--- config.mk ---
export PLATFORM = sky130hd
export DESIGN_NAME = cmcc_channel
export DESIGN_NICKNAME = d
export VERILOG_FILES = /design/src/verilog/cmcc_pkg.sv /design/src/verilog/cmcc_channel.sv /design/src/verilog/cmcc_tx_header.sv /design/src/verilog/cmcc_accept_filter.sv
export SDC_FILE = /design/constraint.sdc
export NUM_CORES = 1
export LEC_CHECK = 0
export ABC_AREA = 1
export BUFFER_PORTS_ARGS = -buffer_cell sky130_fd_sc_hd__buf_4
export CORE_MARGIN = 4
export CORE_UTILIZATION = 30
export CTS_CLUSTER_SIZE = 20
export DETAILED_ROUTE_END_ITERATION = 10
export GPL_ROUTABILITY_DRIVEN = 0
export PLACE_DENSITY = 0.55
export SYNTH_ARGS = -nofsm -noshare
export SYNTH_HDL_FRONTEND = slang
export SYNTH_SLANG_ARGS = --single-unit
--- constraint.sdc ---
create_clock -name clk -period 1.58 [get_ports clk]
set_clock_uncertainty 0.15 [all_clocks]
set_input_delay 0.079 -clock clk [delete_from_list [all_inputs] [get_ports clk]]
set_output_delay 0.079 -clock clk [all_outputs]
set_load 0.03 [all_outputs]
--- src/verilog/cmcc_pkg.sv ---
// Purpose: Shared constants and types of one CAN message channel.
// Assumes: 32-bit AXI4-Lite register bus, byte addresses below.
// Notes: CAN recessive level is logic 1.
package cmcc_pkg;
    localparam int ADDR_W = 8;
    localparam logic [7:0] ADDR_IDENT = 8'h00;
    localparam logic [7:0] ADDR_CTRL = 8'h04;
    localparam logic [7:0] ADDR_STAMP = 8'h08;
    localparam logic [7:0] ADDR_CLR = 8'h0c;
    localparam logic [7:0] ADDR_STAT = 8'h10;
    localparam logic [7:0] ADDR_MASK = 8'h14;
    localparam logic [7:0] ADDR_IEN = 8'h18;
    localparam logic [1:0] RESP_OKAY = 2'h0;
    localparam logic [1:0] RESP_SLVERR = 2'h2;
    // Identifier and mask word layout
    localparam int ID_RTR = 31;
    localparam int ID_RB_HI = 30;
    localparam int ID_RB_LO = 29;
    localparam int ID_BASE_HI = 10;
    localparam int ID_EXT_LO = 11;
    localparam int ID_EXT_HI = 28;
    // Status / clear / enable layout
    localparam int ST_ERR_LO = 0;
    localparam int ST_RECEIVE_DONE_FLAG = 5;
    localparam int ST_TRANSMIT_DONE_FLAG = 6;
    localparam int ST_REMOTE_FRAME_FLAG = 7;
    localparam int ST_LENGTH_MISMATCH_WARNING = 9;
    localparam int ST_FILLED = 10;
    localparam int ST_RECEIVE_OVERRUN_FLAG = 11;
    localparam logic [31:0] STAT_MASK = 32'h0000_0eff;
    localparam logic [31:0] IRQ_SRC = 32'h0000_04ff;
    localparam logic [31:0] WORD_ZERO = 32'h0000_0000;
    localparam logic [3:0] DLC_MAX = 4'h8;
    localparam logic [5:0] STD_HDR_LEN = 6'h12;
    localparam logic [5:0] EXT_HDR_LEN = 6'h26;
    localparam logic RECESSIVE = 1'b1;

    typedef struct packed {
        logic ovw;
        logic en;
        logic prod;
        logic reply;
        logic ide;
        logic [3:0] dlc;
    } cmcc_ctrl_type;

    typedef struct packed {
        logic rtr;
        logic [1:0] rb;
        logic ext;
        logic [28:0] id;
        logic [3:0] dlc;
    } cmcc_hdr_type;

    typedef struct packed {
        logic bus;
        logic stuff;
        logic crc;
        logic frame;
        logic ack;
    } cmcc_err_type;

    typedef enum logic [1:0] {
        TX_IDLE = 2'b01,
        TX_SHIFT = 2'b10
    } cmcc_txst_type;
endpackage

--- src/verilog/cmcc_channel.sv ---
// Purpose: Configuration, status and time stamp of one full-CAN message channel.
// Assumes: Protocol engine on the same clock; AXI4-Lite register access.
// Notes: Hardware events win over software writes in the same cycle.
`timescale 1ns/1ns
`default_nettype none
module cmcc_channel (
    input wire logic clk,
    input wire logic srst,
    input wire logic [cmcc_pkg::ADDR_W-1:0] s_axi_awaddr,
    input wire logic s_axi_awvalid,
    output logic s_axi_awready,
    input wire logic [31:0] s_axi_wdata,
    input wire logic [3:0] s_axi_wstrb,
    input wire logic s_axi_wvalid,
    output logic s_axi_wready,
    output logic [1:0] s_axi_bresp,
    output logic s_axi_bvalid,
    input wire logic s_axi_bready,
    input wire logic [cmcc_pkg::ADDR_W-1:0] s_axi_araddr,
    input wire logic s_axi_arvalid,
    output logic s_axi_arready,
    output logic [31:0] s_axi_rdata,
    output logic [1:0] s_axi_rresp,
    output logic s_axi_rvalid,
    input wire logic s_axi_rready,
    input wire logic [31:0] watch_timer,
    output logic tx_request,
    input wire logic tx_start,
    input wire logic tx_take,
    output logic tx_bit,
    output logic tx_busy,
    input wire logic tx_done,
    input wire logic rx_hdr_valid,
    input wire cmcc_pkg::cmcc_hdr_type rx_hdr,
    output logic rx_accept_valid,
    output logic rx_accept,
    input wire logic rx_frame_ok,
    input wire cmcc_pkg::cmcc_err_type err_event,
    output logic irq
);
    import cmcc_pkg::*;

    function automatic logic [31:0] merge_bytes(input logic [31:0] old_v,
                                                input logic [31:0] new_v,
                                                input logic [3:0] strb);
        logic [31:0] res;
        res = old_v;
        for (int i = 0; i < 4; i++) begin
            if (strb[i]) begin
                res[8*i +: 8] = new_v[8*i +: 8];
            end
        end
        return res;
    endfunction

    function automatic logic is_mapped(input logic [ADDR_W-1:0] a);
        return (a == ADDR_IDENT) || (a == ADDR_CTRL) || (a == ADDR_STAMP)
            || (a == ADDR_CLR) || (a == ADDR_STAT) || (a == ADDR_MASK)
            || (a == ADDR_IEN);
    endfunction

    logic aw_held_q;
    logic w_held_q;
    logic [ADDR_W-1:0] awaddr_q;
    logic [31:0] wdata_q;
    logic [3:0] wstrb_q;
    logic bvalid_q;
    logic [1:0] bresp_q;
    logic rvalid_q;
    logic [31:0] rdata_q;
    logic [1:0] rresp_q;
    logic do_wr;
    logic [31:0] ident_q;
    logic [31:0] mask_q;
    cmcc_ctrl_type ctrl_q;
    logic [31:0] stamp_q;
    logic [31:0] stat_q;
    logic [31:0] ien_q;
    cmcc_hdr_type hdr_q;
    logic [31:0] set_v;
    logic [31:0] clr_v;
    logic [31:0] ctrl_wr;
    logic wr_ident;
    logic wr_ctrl;
    logic wr_mask;
    logic wr_ien;
    logic wr_clr;
    logic rx_ok;
    logic rx_remote;
    logic auto_reply;
    logic match_raw;
    logic match_valid_raw;
    logic [31:0] rd_word;

    // Write channel: address and data taken independently, then applied
    assign s_axi_awready = !aw_held_q;
    assign s_axi_wready = !w_held_q;
    assign s_axi_bvalid = bvalid_q;
    assign s_axi_bresp = bresp_q;
    assign do_wr = aw_held_q && w_held_q && !bvalid_q;

    always_ff @(posedge clk) begin
        if (srst) begin
            aw_held_q <= 1'b0;
            w_held_q <= 1'b0;
            awaddr_q <= '0;
            wdata_q <= WORD_ZERO;
            wstrb_q <= 4'h0;
            bvalid_q <= 1'b0;
            bresp_q <= RESP_OKAY;
        end else begin
            if (s_axi_awvalid && !aw_held_q) begin
                aw_held_q <= 1'b1;
                awaddr_q <= s_axi_awaddr;
            end
            if (s_axi_wvalid && !w_held_q) begin
                w_held_q <= 1'b1;
                wdata_q <= s_axi_wdata;
                wstrb_q <= s_axi_wstrb;
            end
            if (do_wr) begin
                aw_held_q <= 1'b0;
                w_held_q <= 1'b0;
                bvalid_q <= 1'b1;
                bresp_q <= is_mapped(awaddr_q) ? RESP_OKAY : RESP_SLVERR;
            end else if (bvalid_q && s_axi_bready) begin
                bvalid_q <= 1'b0;
            end
        end
    end

    assign wr_ident = do_wr && (awaddr_q == ADDR_IDENT);
    assign wr_ctrl = do_wr && (awaddr_q == ADDR_CTRL);
    assign wr_mask = do_wr && (awaddr_q == ADDR_MASK);
    assign wr_ien = do_wr && (awaddr_q == ADDR_IEN);
    assign wr_clr = do_wr && (awaddr_q == ADDR_CLR);
    assign ctrl_wr = merge_bytes({23'h00_0000, ctrl_q}, wdata_q, wstrb_q);

    // Read channel: one read at a time, data from a register
    assign s_axi_arready = !rvalid_q;
    assign s_axi_rvalid = rvalid_q;
    assign s_axi_rdata = rdata_q;
    assign s_axi_rresp = rresp_q;

    always_comb begin
        rd_word = WORD_ZERO;
        case (s_axi_araddr)
            ADDR_IDENT: rd_word = ident_q;
            ADDR_CTRL: rd_word = {23'h00_0000, ctrl_q};
            ADDR_STAMP: rd_word = stamp_q;
            ADDR_STAT: rd_word = stat_q;
            ADDR_MASK: rd_word = mask_q;
            ADDR_IEN: rd_word = ien_q;
            default: rd_word = WORD_ZERO;
        endcase
    end

    always_ff @(posedge clk) begin
        if (srst) begin
            rvalid_q <= 1'b0;
            rdata_q <= WORD_ZERO;
            rresp_q <= RESP_OKAY;
        end else if (s_axi_arvalid && !rvalid_q) begin
            rvalid_q <= 1'b1;
            rdata_q <= rd_word;
            rresp_q <= is_mapped(s_axi_araddr) ? RESP_OKAY : RESP_SLVERR;
        end else if (rvalid_q && s_axi_rready) begin
            rvalid_q <= 1'b0;
        end
    end

    // Identifier and mask words
    always_ff @(posedge clk) begin
        if (srst) begin
            ident_q <= WORD_ZERO;
            mask_q <= WORD_ZERO;
        end else begin
            if (wr_ident) begin
                ident_q <= merge_bytes(ident_q, wdata_q, wstrb_q);
            end
            if (wr_mask) begin
                mask_q <= merge_bytes(mask_q, wdata_q, wstrb_q);
            end
        end
    end

    // Engine side: transmit request, header serialiser, acceptance filter
    assign tx_request = ctrl_q.en && ctrl_q.prod;
    assign rx_accept_valid = match_valid_raw;
    assign rx_accept = match_raw && ctrl_q.en;

    cmcc_tx_header u_tx_header (
        .clk(clk),
        .srst(srst),
        .start(tx_start && tx_request),
        .take(tx_take),
        .ident(ident_q),
        .ide(ctrl_q.ide),
        .dlc(ctrl_q.dlc),
        .tx_bit(tx_bit),
        .busy(tx_busy)
    );

    cmcc_accept_filter u_accept_filter (
        .clk(clk),
        .srst(srst),
        .hdr_valid(rx_hdr_valid),
        .hdr(rx_hdr),
        .ident(ident_q),
        .mask(mask_q),
        .ide(ctrl_q.ide),
        .match_valid(match_valid_raw),
        .match(match_raw)
    );

    // Header of the frame under reception, used when it completes
    always_ff @(posedge clk) begin
        if (srst) begin
            hdr_q <= '0;
        end else if (rx_hdr_valid) begin
            hdr_q <= rx_hdr;
        end
    end

    assign rx_ok = rx_frame_ok && ctrl_q.en;
    assign rx_remote = rx_ok && hdr_q.rtr;
    assign auto_reply = rx_remote && ctrl_q.reply;

    // Control word: software writes, hardware updates win
    always_ff @(posedge clk) begin
        if (srst) begin
            ctrl_q <= '0;
        end else begin
            if (wr_ctrl) begin
                ctrl_q <= ctrl_wr[8:0];
            end
            if (rx_ok) begin
                ctrl_q.dlc <= hdr_q.dlc;
                if (!ctrl_q.ovw && !auto_reply) begin
                    ctrl_q.en <= 1'b0;
                end
            end
            if (tx_done && ctrl_q.prod) begin
                ctrl_q.prod <= 1'b0;
            end
            if (auto_reply) begin
                ctrl_q.prod <= 1'b1;
            end
        end
    end

    // Time stamp from the watch timer seconds counter
    always_ff @(posedge clk) begin
        if (srst) begin
            stamp_q <= WORD_ZERO;
        end else if ((tx_done && ctrl_q.prod) || (rx_ok && !ctrl_q.prod)) begin
            stamp_q <= watch_timer;
        end
    end

    // Status flags: sticky, set beats clear
    always_comb begin
        set_v = WORD_ZERO;
        set_v[ST_ERR_LO +: 5] = err_event;
        set_v[ST_RECEIVE_DONE_FLAG] = rx_ok;
        set_v[ST_TRANSMIT_DONE_FLAG] = tx_done;
        set_v[ST_REMOTE_FRAME_FLAG] = rx_remote || (tx_done && ident_q[ID_RTR]);
        set_v[ST_LENGTH_MISMATCH_WARNING] = rx_ok && (hdr_q.dlc != ctrl_q.dlc);
        set_v[ST_FILLED] = rx_ok && ctrl_q.ovw;
        set_v[ST_RECEIVE_OVERRUN_FLAG] = rx_ok && ctrl_q.ovw && stat_q[ST_FILLED];
    end

    assign clr_v = wr_clr ? (merge_bytes(WORD_ZERO, wdata_q, wstrb_q) & STAT_MASK)
                          : WORD_ZERO;

    always_ff @(posedge clk) begin
        if (srst) begin
            stat_q <= WORD_ZERO;
        end else begin
            stat_q <= ((stat_q & ~clr_v) | set_v) & STAT_MASK;
        end
    end

    // Interrupt enable and level output
    always_ff @(posedge clk) begin
        if (srst) begin
            ien_q <= WORD_ZERO;
        end else if (wr_ien) begin
            ien_q <= merge_bytes(ien_q, wdata_q, wstrb_q) & IRQ_SRC;
        end
    end

    assign irq = |(stat_q & ien_q & IRQ_SRC);

    chk_dlc_update: assert property (@(posedge clk) disable iff (srst)
        rx_ok |=> ctrl_q.dlc == $past(hdr_q.dlc))
        else $error("received length not stored");
    chk_dlc_warn: assert property (@(posedge clk) disable iff (srst)
        rx_ok && (hdr_q.dlc != ctrl_q.dlc) |=> stat_q[ST_LENGTH_MISMATCH_WARNING])
        else $error("length warning missing");
    chk_prod_clear: assert property (@(posedge clk) disable iff (srst)
        tx_done && ctrl_q.prod && !auto_reply |=> !ctrl_q.prod)
        else $error("producer bit kept after transmission");
    chk_reply_req: assert property (@(posedge clk) disable iff (srst)
        auto_reply |=> tx_request)
        else $error("auto reply not requested");
    chk_normal_disable: assert property (@(posedge clk) disable iff (srst)
        rx_ok && !ctrl_q.ovw && !auto_reply |=> !ctrl_q.en)
        else $error("normal mode channel stayed enabled");
    chk_ovw_keep: assert property (@(posedge clk) disable iff (srst)
        rx_ok && ctrl_q.ovw && !wr_ctrl |=> ctrl_q.en && stat_q[ST_FILLED])
        else $error("overwrite mode channel dropped");
    chk_overrun_set: assert property (@(posedge clk) disable iff (srst)
        rx_ok && ctrl_q.ovw && stat_q[ST_FILLED] |=> stat_q[ST_RECEIVE_OVERRUN_FLAG])
        else $error("overrun not flagged");
    chk_stamp_rx: assert property (@(posedge clk) disable iff (srst)
        rx_ok && !ctrl_q.prod |=> stamp_q == $past(watch_timer))
        else $error("stamp not captured");
    chk_clear_flags: assert property (@(posedge clk) disable iff (srst)
        wr_clr && set_v == WORD_ZERO |=> (stat_q & $past(clr_v)) == WORD_ZERO)
        else $error("status clear ignored");
    chk_set_wins: assert property (@(posedge clk) disable iff (srst)
        wr_clr && set_v[ST_LENGTH_MISMATCH_WARNING] |=> stat_q[ST_LENGTH_MISMATCH_WARNING])
        else $error("event lost against clear");
    chk_disabled_idle: assert property (@(posedge clk) disable iff (srst)
        !ctrl_q.en |-> !tx_request && !rx_accept)
        else $error("disabled channel active");
endmodule
`default_nettype wire

--- src/verilog/cmcc_tx_header.sv ---
// Purpose: Serialises identifier and control field of a channel, MSB first.
// Assumes: Engine pulses take once per bit it consumes.
// Notes: Bit on tx_bit is valid while busy.
`timescale 1ns/1ns
`default_nettype none
module cmcc_tx_header (
    input wire logic clk,
    input wire logic srst,
    input wire logic start,
    input wire logic take,
    input wire logic [31:0] ident,
    input wire logic ide,
    input wire logic [3:0] dlc,
    output logic tx_bit,
    output logic busy
);
    import cmcc_pkg::*;
    cmcc_txst_type st_q;
    logic [37:0] sh_q;
    logic [5:0] cnt_q;
    logic [37:0] std_v;
    logic [37:0] ext_v;

    assign std_v = {ident[ID_BASE_HI:0], ident[ID_RTR], ident[ID_RB_HI], ident[ID_RB_LO],
                    dlc, 20'h0_0000};
    assign ext_v = {ident[ID_BASE_HI:0], RECESSIVE, RECESSIVE, ident[ID_EXT_HI:ID_EXT_LO],
                    ident[ID_RTR], ident[ID_RB_HI], ident[ID_RB_LO], dlc};
    assign tx_bit = sh_q[37];
    assign busy = (st_q == TX_SHIFT);

    always_ff @(posedge clk) begin
        if (srst) begin
            st_q <= TX_IDLE;
            sh_q <= '0;
            cnt_q <= '0;
        end else begin
            case (st_q)
                TX_IDLE: begin
                    if (start) begin
                        st_q <= TX_SHIFT;
                        sh_q <= ide ? ext_v : std_v;
                        cnt_q <= ide ? EXT_HDR_LEN : STD_HDR_LEN;
                    end
                end
                TX_SHIFT: begin
                    if (take) begin
                        sh_q <= {sh_q[36:0], 1'b0};
                        cnt_q <= cnt_q - 6'h01;
                        if (cnt_q == 6'h01) begin
                            st_q <= TX_IDLE;
                        end
                    end
                end
                default: st_q <= TX_IDLE;
            endcase
        end
    end

    chk_std_layout: assert property (@(posedge clk) disable iff (srst)
        (st_q == TX_IDLE) && start && !ide |=> sh_q[37:27] == $past(ident[10:0])
        && sh_q[26] == $past(ident[ID_RTR]) && cnt_q == STD_HDR_LEN)
        else $error("standard header loaded wrong");
    chk_ext_order: assert property (@(posedge clk) disable iff (srst)
        (st_q == TX_IDLE) && start && ide |=> sh_q[37:27] == $past(ident[10:0])
        && sh_q[24:7] == $past(ident[28:11]) && sh_q[5:4] == $past(ident[30:29]))
        else $error("extended header order wrong");
endmodule
`default_nettype wire

--- src/verilog/cmcc_accept_filter.sv ---
// Purpose: Acceptance filter of one channel against a received header.
// Assumes: hdr.id[10:0] holds the first received identifier bits.
// Notes: Result is registered, one cycle after hdr_valid.
`timescale 1ns/1ns
`default_nettype none
module cmcc_accept_filter (
    input wire logic clk,
    input wire logic srst,
    input wire logic hdr_valid,
    input wire cmcc_pkg::cmcc_hdr_type hdr,
    input wire logic [31:0] ident,
    input wire logic [31:0] mask,
    input wire logic ide,
    output logic match_valid,
    output logic match
);
    import cmcc_pkg::*;
    logic base_ok;
    logic ext_ok;
    logic bits_ok;

    assign base_ok = ((hdr.id[10:0] ^ ident[10:0]) & mask[10:0]) == 11'h000;
    assign ext_ok = !ide || (((hdr.id[28:11] ^ ident[28:11]) & mask[28:11]) == 18'h0_0000);
    assign bits_ok = !((hdr.rtr ^ ident[ID_RTR]) & mask[ID_RTR])
        && !((hdr.rb[0] ^ ident[ID_RB_LO]) & mask[ID_RB_LO])
        && !(ide && ((hdr.rb[1] ^ ident[ID_RB_HI]) & mask[ID_RB_HI]));

    always_ff @(posedge clk) begin
        if (srst) begin
            match_valid <= 1'b0;
            match <= 1'b0;
        end else begin
            match_valid <= hdr_valid;
            match <= hdr_valid && (hdr.ext == ide) && base_ok && ext_ok && bits_ok;
        end
    end

    chk_std_filter: assert property (@(posedge clk) disable iff (srst)
        hdr_valid && ((hdr.id[10:0] ^ ident[10:0]) & mask[10:0]) != 11'h000 |=> !match)
        else $error("base identifier mismatch accepted");
    chk_ext_filter: assert property (@(posedge clk) disable iff (srst)
        hdr_valid && ide && ((hdr.id[28:11] ^ ident[28:11]) & mask[28:11]) != 18'h0_0000
        |=> !match)
        else $error("extended identifier mismatch accepted");
endmodule
`default_nettype wire

# Word-level counts from Yosys, hierarchy flattened
# Index checks and enable logic that the tools add are counted.
[word_totals] ff_bits=262 latch_bits=0 ramBits=0 rom_bits=0 in_bits=138 elab_cells=186 memories=0
[classes] add_sub_neg=1 multipliers=0 n_div=0 magnitude_cmp=0 eq_ne=20 n_shift=0 mux=29 bitwise_logic=14 reduce_logical=87
[op_table] cell="one-hot mux 32 bit (6 select lines)" n=1
[op_table] cell="two-way mux 38 bit" n=2
[op_table] cell="one-hot mux 38 bit (2 select lines)" n=1
[op_table] cell="equality test 8 x 5 -> 1 bit, second input constant" n=6
[op_table] cell="equality test 8 x 4 -> 1 bit, second input constant" n=4
[op_table] cell="logical AND 1 bit" n=32
[op_table] cell="AND reduction 2 bit" n=14
[op_table] cell="two-way mux 27 bit" n=1
[op_table] cell="two-way mux 8 bit" n=3
[op_table] cell="bitwise AND 11 bit" n=2
[op_table] cell="bitwise AND 18 bit" n=1
[op_table] cell="zero test 18 bit" n=1
[op_table] cell="two-way mux 6 bit" n=3
[op_table] cell="bitwise XOR 18 bit" n=1
[op_table] cell="equality test 8 x 3 -> 1 bit, second input constant" n=2
[op_table] cell="zero test 8 bit" n=2
[op_table] cell="logical OR 1 bit" n=15
[op_table] cell="bitwise AND 12 bit" n=1
[op_table] cell="two-way mux 12 bit" n=1
[op_table] cell="inverter 12 bit" n=1
[op_table] cell="OR 12 bit" n=1
[op_table] cell="one-hot mux 6 bit (2 select lines)" n=1
[op_table] cell="zero test 1 bit" n=11
[op_table] cell="zero test 11 bit" n=1
[op_table] cell="other kinds (20)" n=43

# Longest topological paths before layout
[logic_depth] word_depth=8 depth_mapped=10

# Hierarchy
# A second synthesis with hierarchy kept.
[hier_totals] cells_unflattened=1628 hier_area_um2=11481.0
[by_module_without_submodules] mod="cmcc_channel" instances=1 cells_each=1183 area_per_inst_um2=8650.8
[by_module_without_submodules] mod="cmcc_tx_header" instances=1 cells_each=295 area_per_inst_um2=2124.5
[by_module_without_submodules] mod="cmcc_accept_filter" instances=1 cells_each=150 area_per_inst_um2=705.7

# Worst setup path before layout
# OpenSTA, ideal clock, no wires.
[synth_path] path_type="reg2reg" start="register rvalid_q, in the netlist s_axi_rvalid" end="register rdata_q[8], in the netlist s_axi_rdata[8]" setup_ns=0.070 arrival_ns=1.477 required_ns=1.360 path_slack_ns=-0.117 stages_incl_launch_ff=7 n_path_buf=1 synth_period_minus_slack_ns=1.697 path_cell_list="dfxtp_1 -> inv_1 -> nand2_1 -> inv_1 -> clkbuf_1 -> o21ai_0 -> a21oi_1"
[synth_between] elab_chain_cells=2
[synth_rtl] element="start, declared" line_no="cmcc_channel.sv:69" text="logic rvalid_q;"
[synth_rtl] element="start signal, assigned" line_no="cmcc_channel.sv:160" text="rvalid_q <= 1'b0;"
[synth_rtl] element="start signal, assigned" line_no="cmcc_channel.sv:164" text="rvalid_q <= 1'b1;"
[synth_rtl] element="start signal, assigned" line_no="cmcc_channel.sv:168" text="rvalid_q <= 1'b0;"
[synth_rtl] element="zero test 1 bit"
[synth_rtl] element="via s_axi_arready" line_no="cmcc_channel.sv:21" text="output logic s_axi_arready,"
[synth_rtl] element="logical AND 1 bit" line_no="cmcc_channel.sv:163" text="end else if (s_axi_arvalid && !rvalid_q) begin"
[synth_rtl] element="end signal, assigned" line_no="cmcc_channel.sv:165" text="rdata_q <= rd_word;"
[synth_rtl] element="end, declared" line_no="cmcc_channel.sv:70" text="logic [31:0] rdata_q;"
# The timed path passes the listed nets, and every way through them passes these cells.
# A chain may end at the register's enable or synchronous reset.

# Final worst setup path
[layout_path] start="register w_held_q" end="register ident_q[5]"
[layout_between] elab_chain_cells=4
[layout_rtl] element="start, declared" line_no="cmcc_channel.sv:63" text="logic w_held_q;"
[layout_rtl] element="start signal, assigned" line_no="cmcc_channel.sv:105" text="w_held_q <= 1'b0;"
[layout_rtl] element="start signal, assigned" line_no="cmcc_channel.sv:117" text="w_held_q <= 1'b1;"
[layout_rtl] element="start signal, assigned" line_no="cmcc_channel.sv:123" text="w_held_q <= 1'b0;"
[layout_rtl] element="logical AND 1 bit (2 in series)" line_no="cmcc_channel.sv:100" text="assign do_wr = aw_held_q && w_held_q && !bvalid_q;"
[layout_rtl] element="logical AND 1 bit" line_no="cmcc_channel.sv:132" text="assign wr_ident = do_wr && (awaddr_q == ADDR_IDENT);"
[layout_rtl] element="AND reduction 2 bit (no line)"
[layout_rtl] element="end signal, assigned" line_no="cmcc_channel.sv:179" text="ident_q <= merge_bytes(ident_q, wdata_q, wstrb_q);"
[layout_rtl] element="end, declared" line_no="cmcc_channel.sv:73" text="logic [31:0] ident_q;"
# Every way passes these cells.

==> results.cfg <==
[power]
p_leak_nw = 7.38
vdd_drop_max_mv = 0.947
power.density_mw_per_mm2 = 876
power_mw = 16.0

[die]
dieHeight_um = 203
initial_utilization_pct = 30.3
die_w_um = 203
placementRows = 71
ios = 185
core_mm2 = 0.0376
dieArea_mm2 = 0.0411

[sta]
rsz0062_at_grt = yes
setup_viol_count_final = 116
min_period_ns = 1.76
slew_headroom_pct = 58.2
setup_ws_ns = -0.183
setup_tns_ns = -6.63
fin_crit_sh_pct = 112
max_freq_mhz = 567
hold_viol_final = 4
tightest_slew_ns = 0.626
hold_ws_ns = -0.349
final_max_slew_viol_count = 0

[routing]
antenna_left = 0
vias = 12700
firstDrtPassIters = 5
wl_um = 46600
drtIter0Drc = 973
vias_per_cell = 4.96
wire_per_inst_um = 18.2
drc_errors = 0

[synthesis]
syn_area_mm2 = 0.0114
ys.flop_type = dfxtp_1
synth_area_leaders = dfxtp_1 (46%), o21ai_0 (9.8%), nand2_1 (9.7%)
synth_edf_count = 0
yosys.area.top_type = dfxtp_1
synth_warnings = 0
syn_inst = 1613
yosysSeqAreaShare_pct = 45.7
yosys_register_bits = 260
netlist.area_leader.share_pct = 45.7
yosysUniqueCellTypes = 37
async_flop_share_pct = 0
synth.avg_cell_area_um2 = 7.05

[layout]
diodes = 0
num-fill-cells = 3568
finalNonFillerCells = 2560
fin_util_pct = 48.5
nNetsFinal = 2168
syn_to_final_growth_pct = 60.1
drive_gt1_share_pct = 32.8

[global_route]
grt_max_degree = 70
grt_pass1_vias = 12000
grt_pass1_wl_um = 69000
grt_overflow = 0
grt_usage_pct = 21.0
antenna_found_initial = 0

[clock_tree]
path_clk_slew_ns = 0.07
numCtsBuffers = 29
clkLatencyLatePin_ns = 0.55
cts_tree = done
cts.sinks = 260
cts_root_buf = clkbuf_16
htreeDepth = 1
clockBufferDepth = 3

[critical_path]
crit_top_cell = nor2_4
crit_slowest_cell = dfxtp_2
critPathRequiredTime_ns = 1.85
arrival_ns = 2.03
path_max_fanout = 8
cp-start-kind = register
reg2reg_setup_slack_ns = -0.18
cp_cell_sequence = inv_2, nor2_4, nand2_4, nor2_4, buf_12, buf_8, buf_6, nand3_4, nor2_2, a211oi_2
slowest_delay_ns = 0.33
setup.worst_path.class = reg -> reg
critPathCaptureType = register

[outcome]
status = complete, but fails checks
failed_checks = negative hold slack, negative setup slack

[worst_hold_path]
worst_hold_path_type = in -> reg

[place]
io_buffers = 182
place_ws_ns = -0.230
placed_cells = 2338
hpwlAfterDp_um = 32400

[job]
drv_cap = 0
-- flip-flops by register name, indices dropped and copies added (netlist names) --
signal / count
ident_q: 32
s_axi_bresp: 1
s_axi_rdata: 32
s_axi_rvalid: 1
wdata_q: 32
s_axi_bvalid: 1
u_tx_header.sh_q: 38
u_accept_filter.match: 1
aw_held_q: 1
wstrb_q: 4
stat_q: 11
u_tx_header.cnt_q: 6
ctrl_q: 9
w_held_q: 1
hdr_q: 5
u_tx_header.st_q: 2
awaddr_q: 8
mask_q: 32
stamp_q: 32
u_accept_filter.match_valid: 1
ien_q: 9
s_axi_rresp: 1
-- final timing paths --
path                                          start             endpoint  cells past startpoint
worst max-delay path                       w_held_q           ident_q[5]                     10
worst min-delay path                           srst            ctrl_q[0]                      2
worst max register to register             w_held_q           ident_q[5]                     10
worst min register to register  u_tx_header.sh_q[7]  u_tx_header.sh_q[7]                      2
-- Yosys cell counts (4+ instances only) --
cell and number:
buf_1 4, nand2_1 293, o211ai_1 8, nor2_1 207, inv_2 10, nor2_4 5
or2_2 6, buf_6 4, a21oi_1 176, dfxtp_1 260, nand4_1 9, buf_2 22
nand2_2 4, clkbuf_1 52, nor2_2 8, a211oi_1 10, xor2_1 5, nor3_1 14
o22ai_1 27, inv_1 160, nand3_1 68, a31oi_1 14, o21ai_0 222
-- placed cells by master (no fill, tap or decap), drive strengths merged, types with 6 or more instances in the layout --
cell type	count
inv	168
clkbuf	51
buf	339
o211ai	8
a211oi	11
dlygate4sd3	113
nand3	77
or2	6
a31oi	14
nor2	220
nand2	299
nand4	9
dfxtp	260
o21ai	226
o22ai	27
clkinv	6
a21oi	176
nor3	14
-- critical path: cells and delay by family (launching register included) --
kind            cells  cell delay [ns]
simple gates        5             0.65
buf+inv             4             0.44
compound gates      1             0.05
flops               1             0.33
-- where the power goes --
part	internal [mW]	switching [mW]
combinational	0.840	0.878
clock	4.50	2.83
sequential	6.70	0.197
-- cells by family (layout without fill, tap and decap cells) --
family | count (synthesis) | in the layout | synth area share [%]
flip-flops | 260 | 260 | 45.7
AO/OA/AOI/OAI | 467 | 467 | 21.6
other | 1 | 2 | 0.0330
adder cells (fa/ha/maj) | 2 | 2 | 0.220
XOR/XNOR | 8 | 8 | 0.616
AND/OR/NAND/NOR | 620 | 625 | 22.8
buffers and inverters | 255 | 685 | 9.02
-- per-stage QoR --
stage / instance area [µm²] / hold WS, ns
3_5_place_dp: 14100 / 0.160
2_1_floorplan: 11400 / 0.0630
5_1_grt: 18200 / -0.347
6_report: 18200 / -0.349
4_1_cts: 17100 / 0.00224
3_3_place_gp: 14100 / 0.156
-- area by class of cell --
cell class | count | area (µm²) | share of cell area [%]
Clock buffer | 41 | 841 | 4.62
Clock inverter | 11 | 189 | 1.04
Inverter | 170 | 691 | 3.79
Multi-Input combinational cell | 1104 | 6230 | 34.2
Sequential cell | 260 | 5240 | 28.7
Tap cell | 511 | 639 | 3.51
Timing Repair Buffer | 462 | 4380 | 24.0
Timing Repair inverter | 1 | 7.51 | 0.0412
-- metal layers --
layer	wire length, µm	global-route usage (%)
met4	1130	5.04
met2	21300	33.4
met1	20900	30.4
met5	0	0
met3	3210	2.67
-- repair_timing --
action                                 CTS  global route
setup endpoints to repair              136           168
setup buffers                           15            23
gates cloned                            10            12
pin swaps                               40            37
hold buffers                           114             1
endpoints found under the hold margin  127             3
resized for setup                      221           224
(Power assumes the default switching activity.)
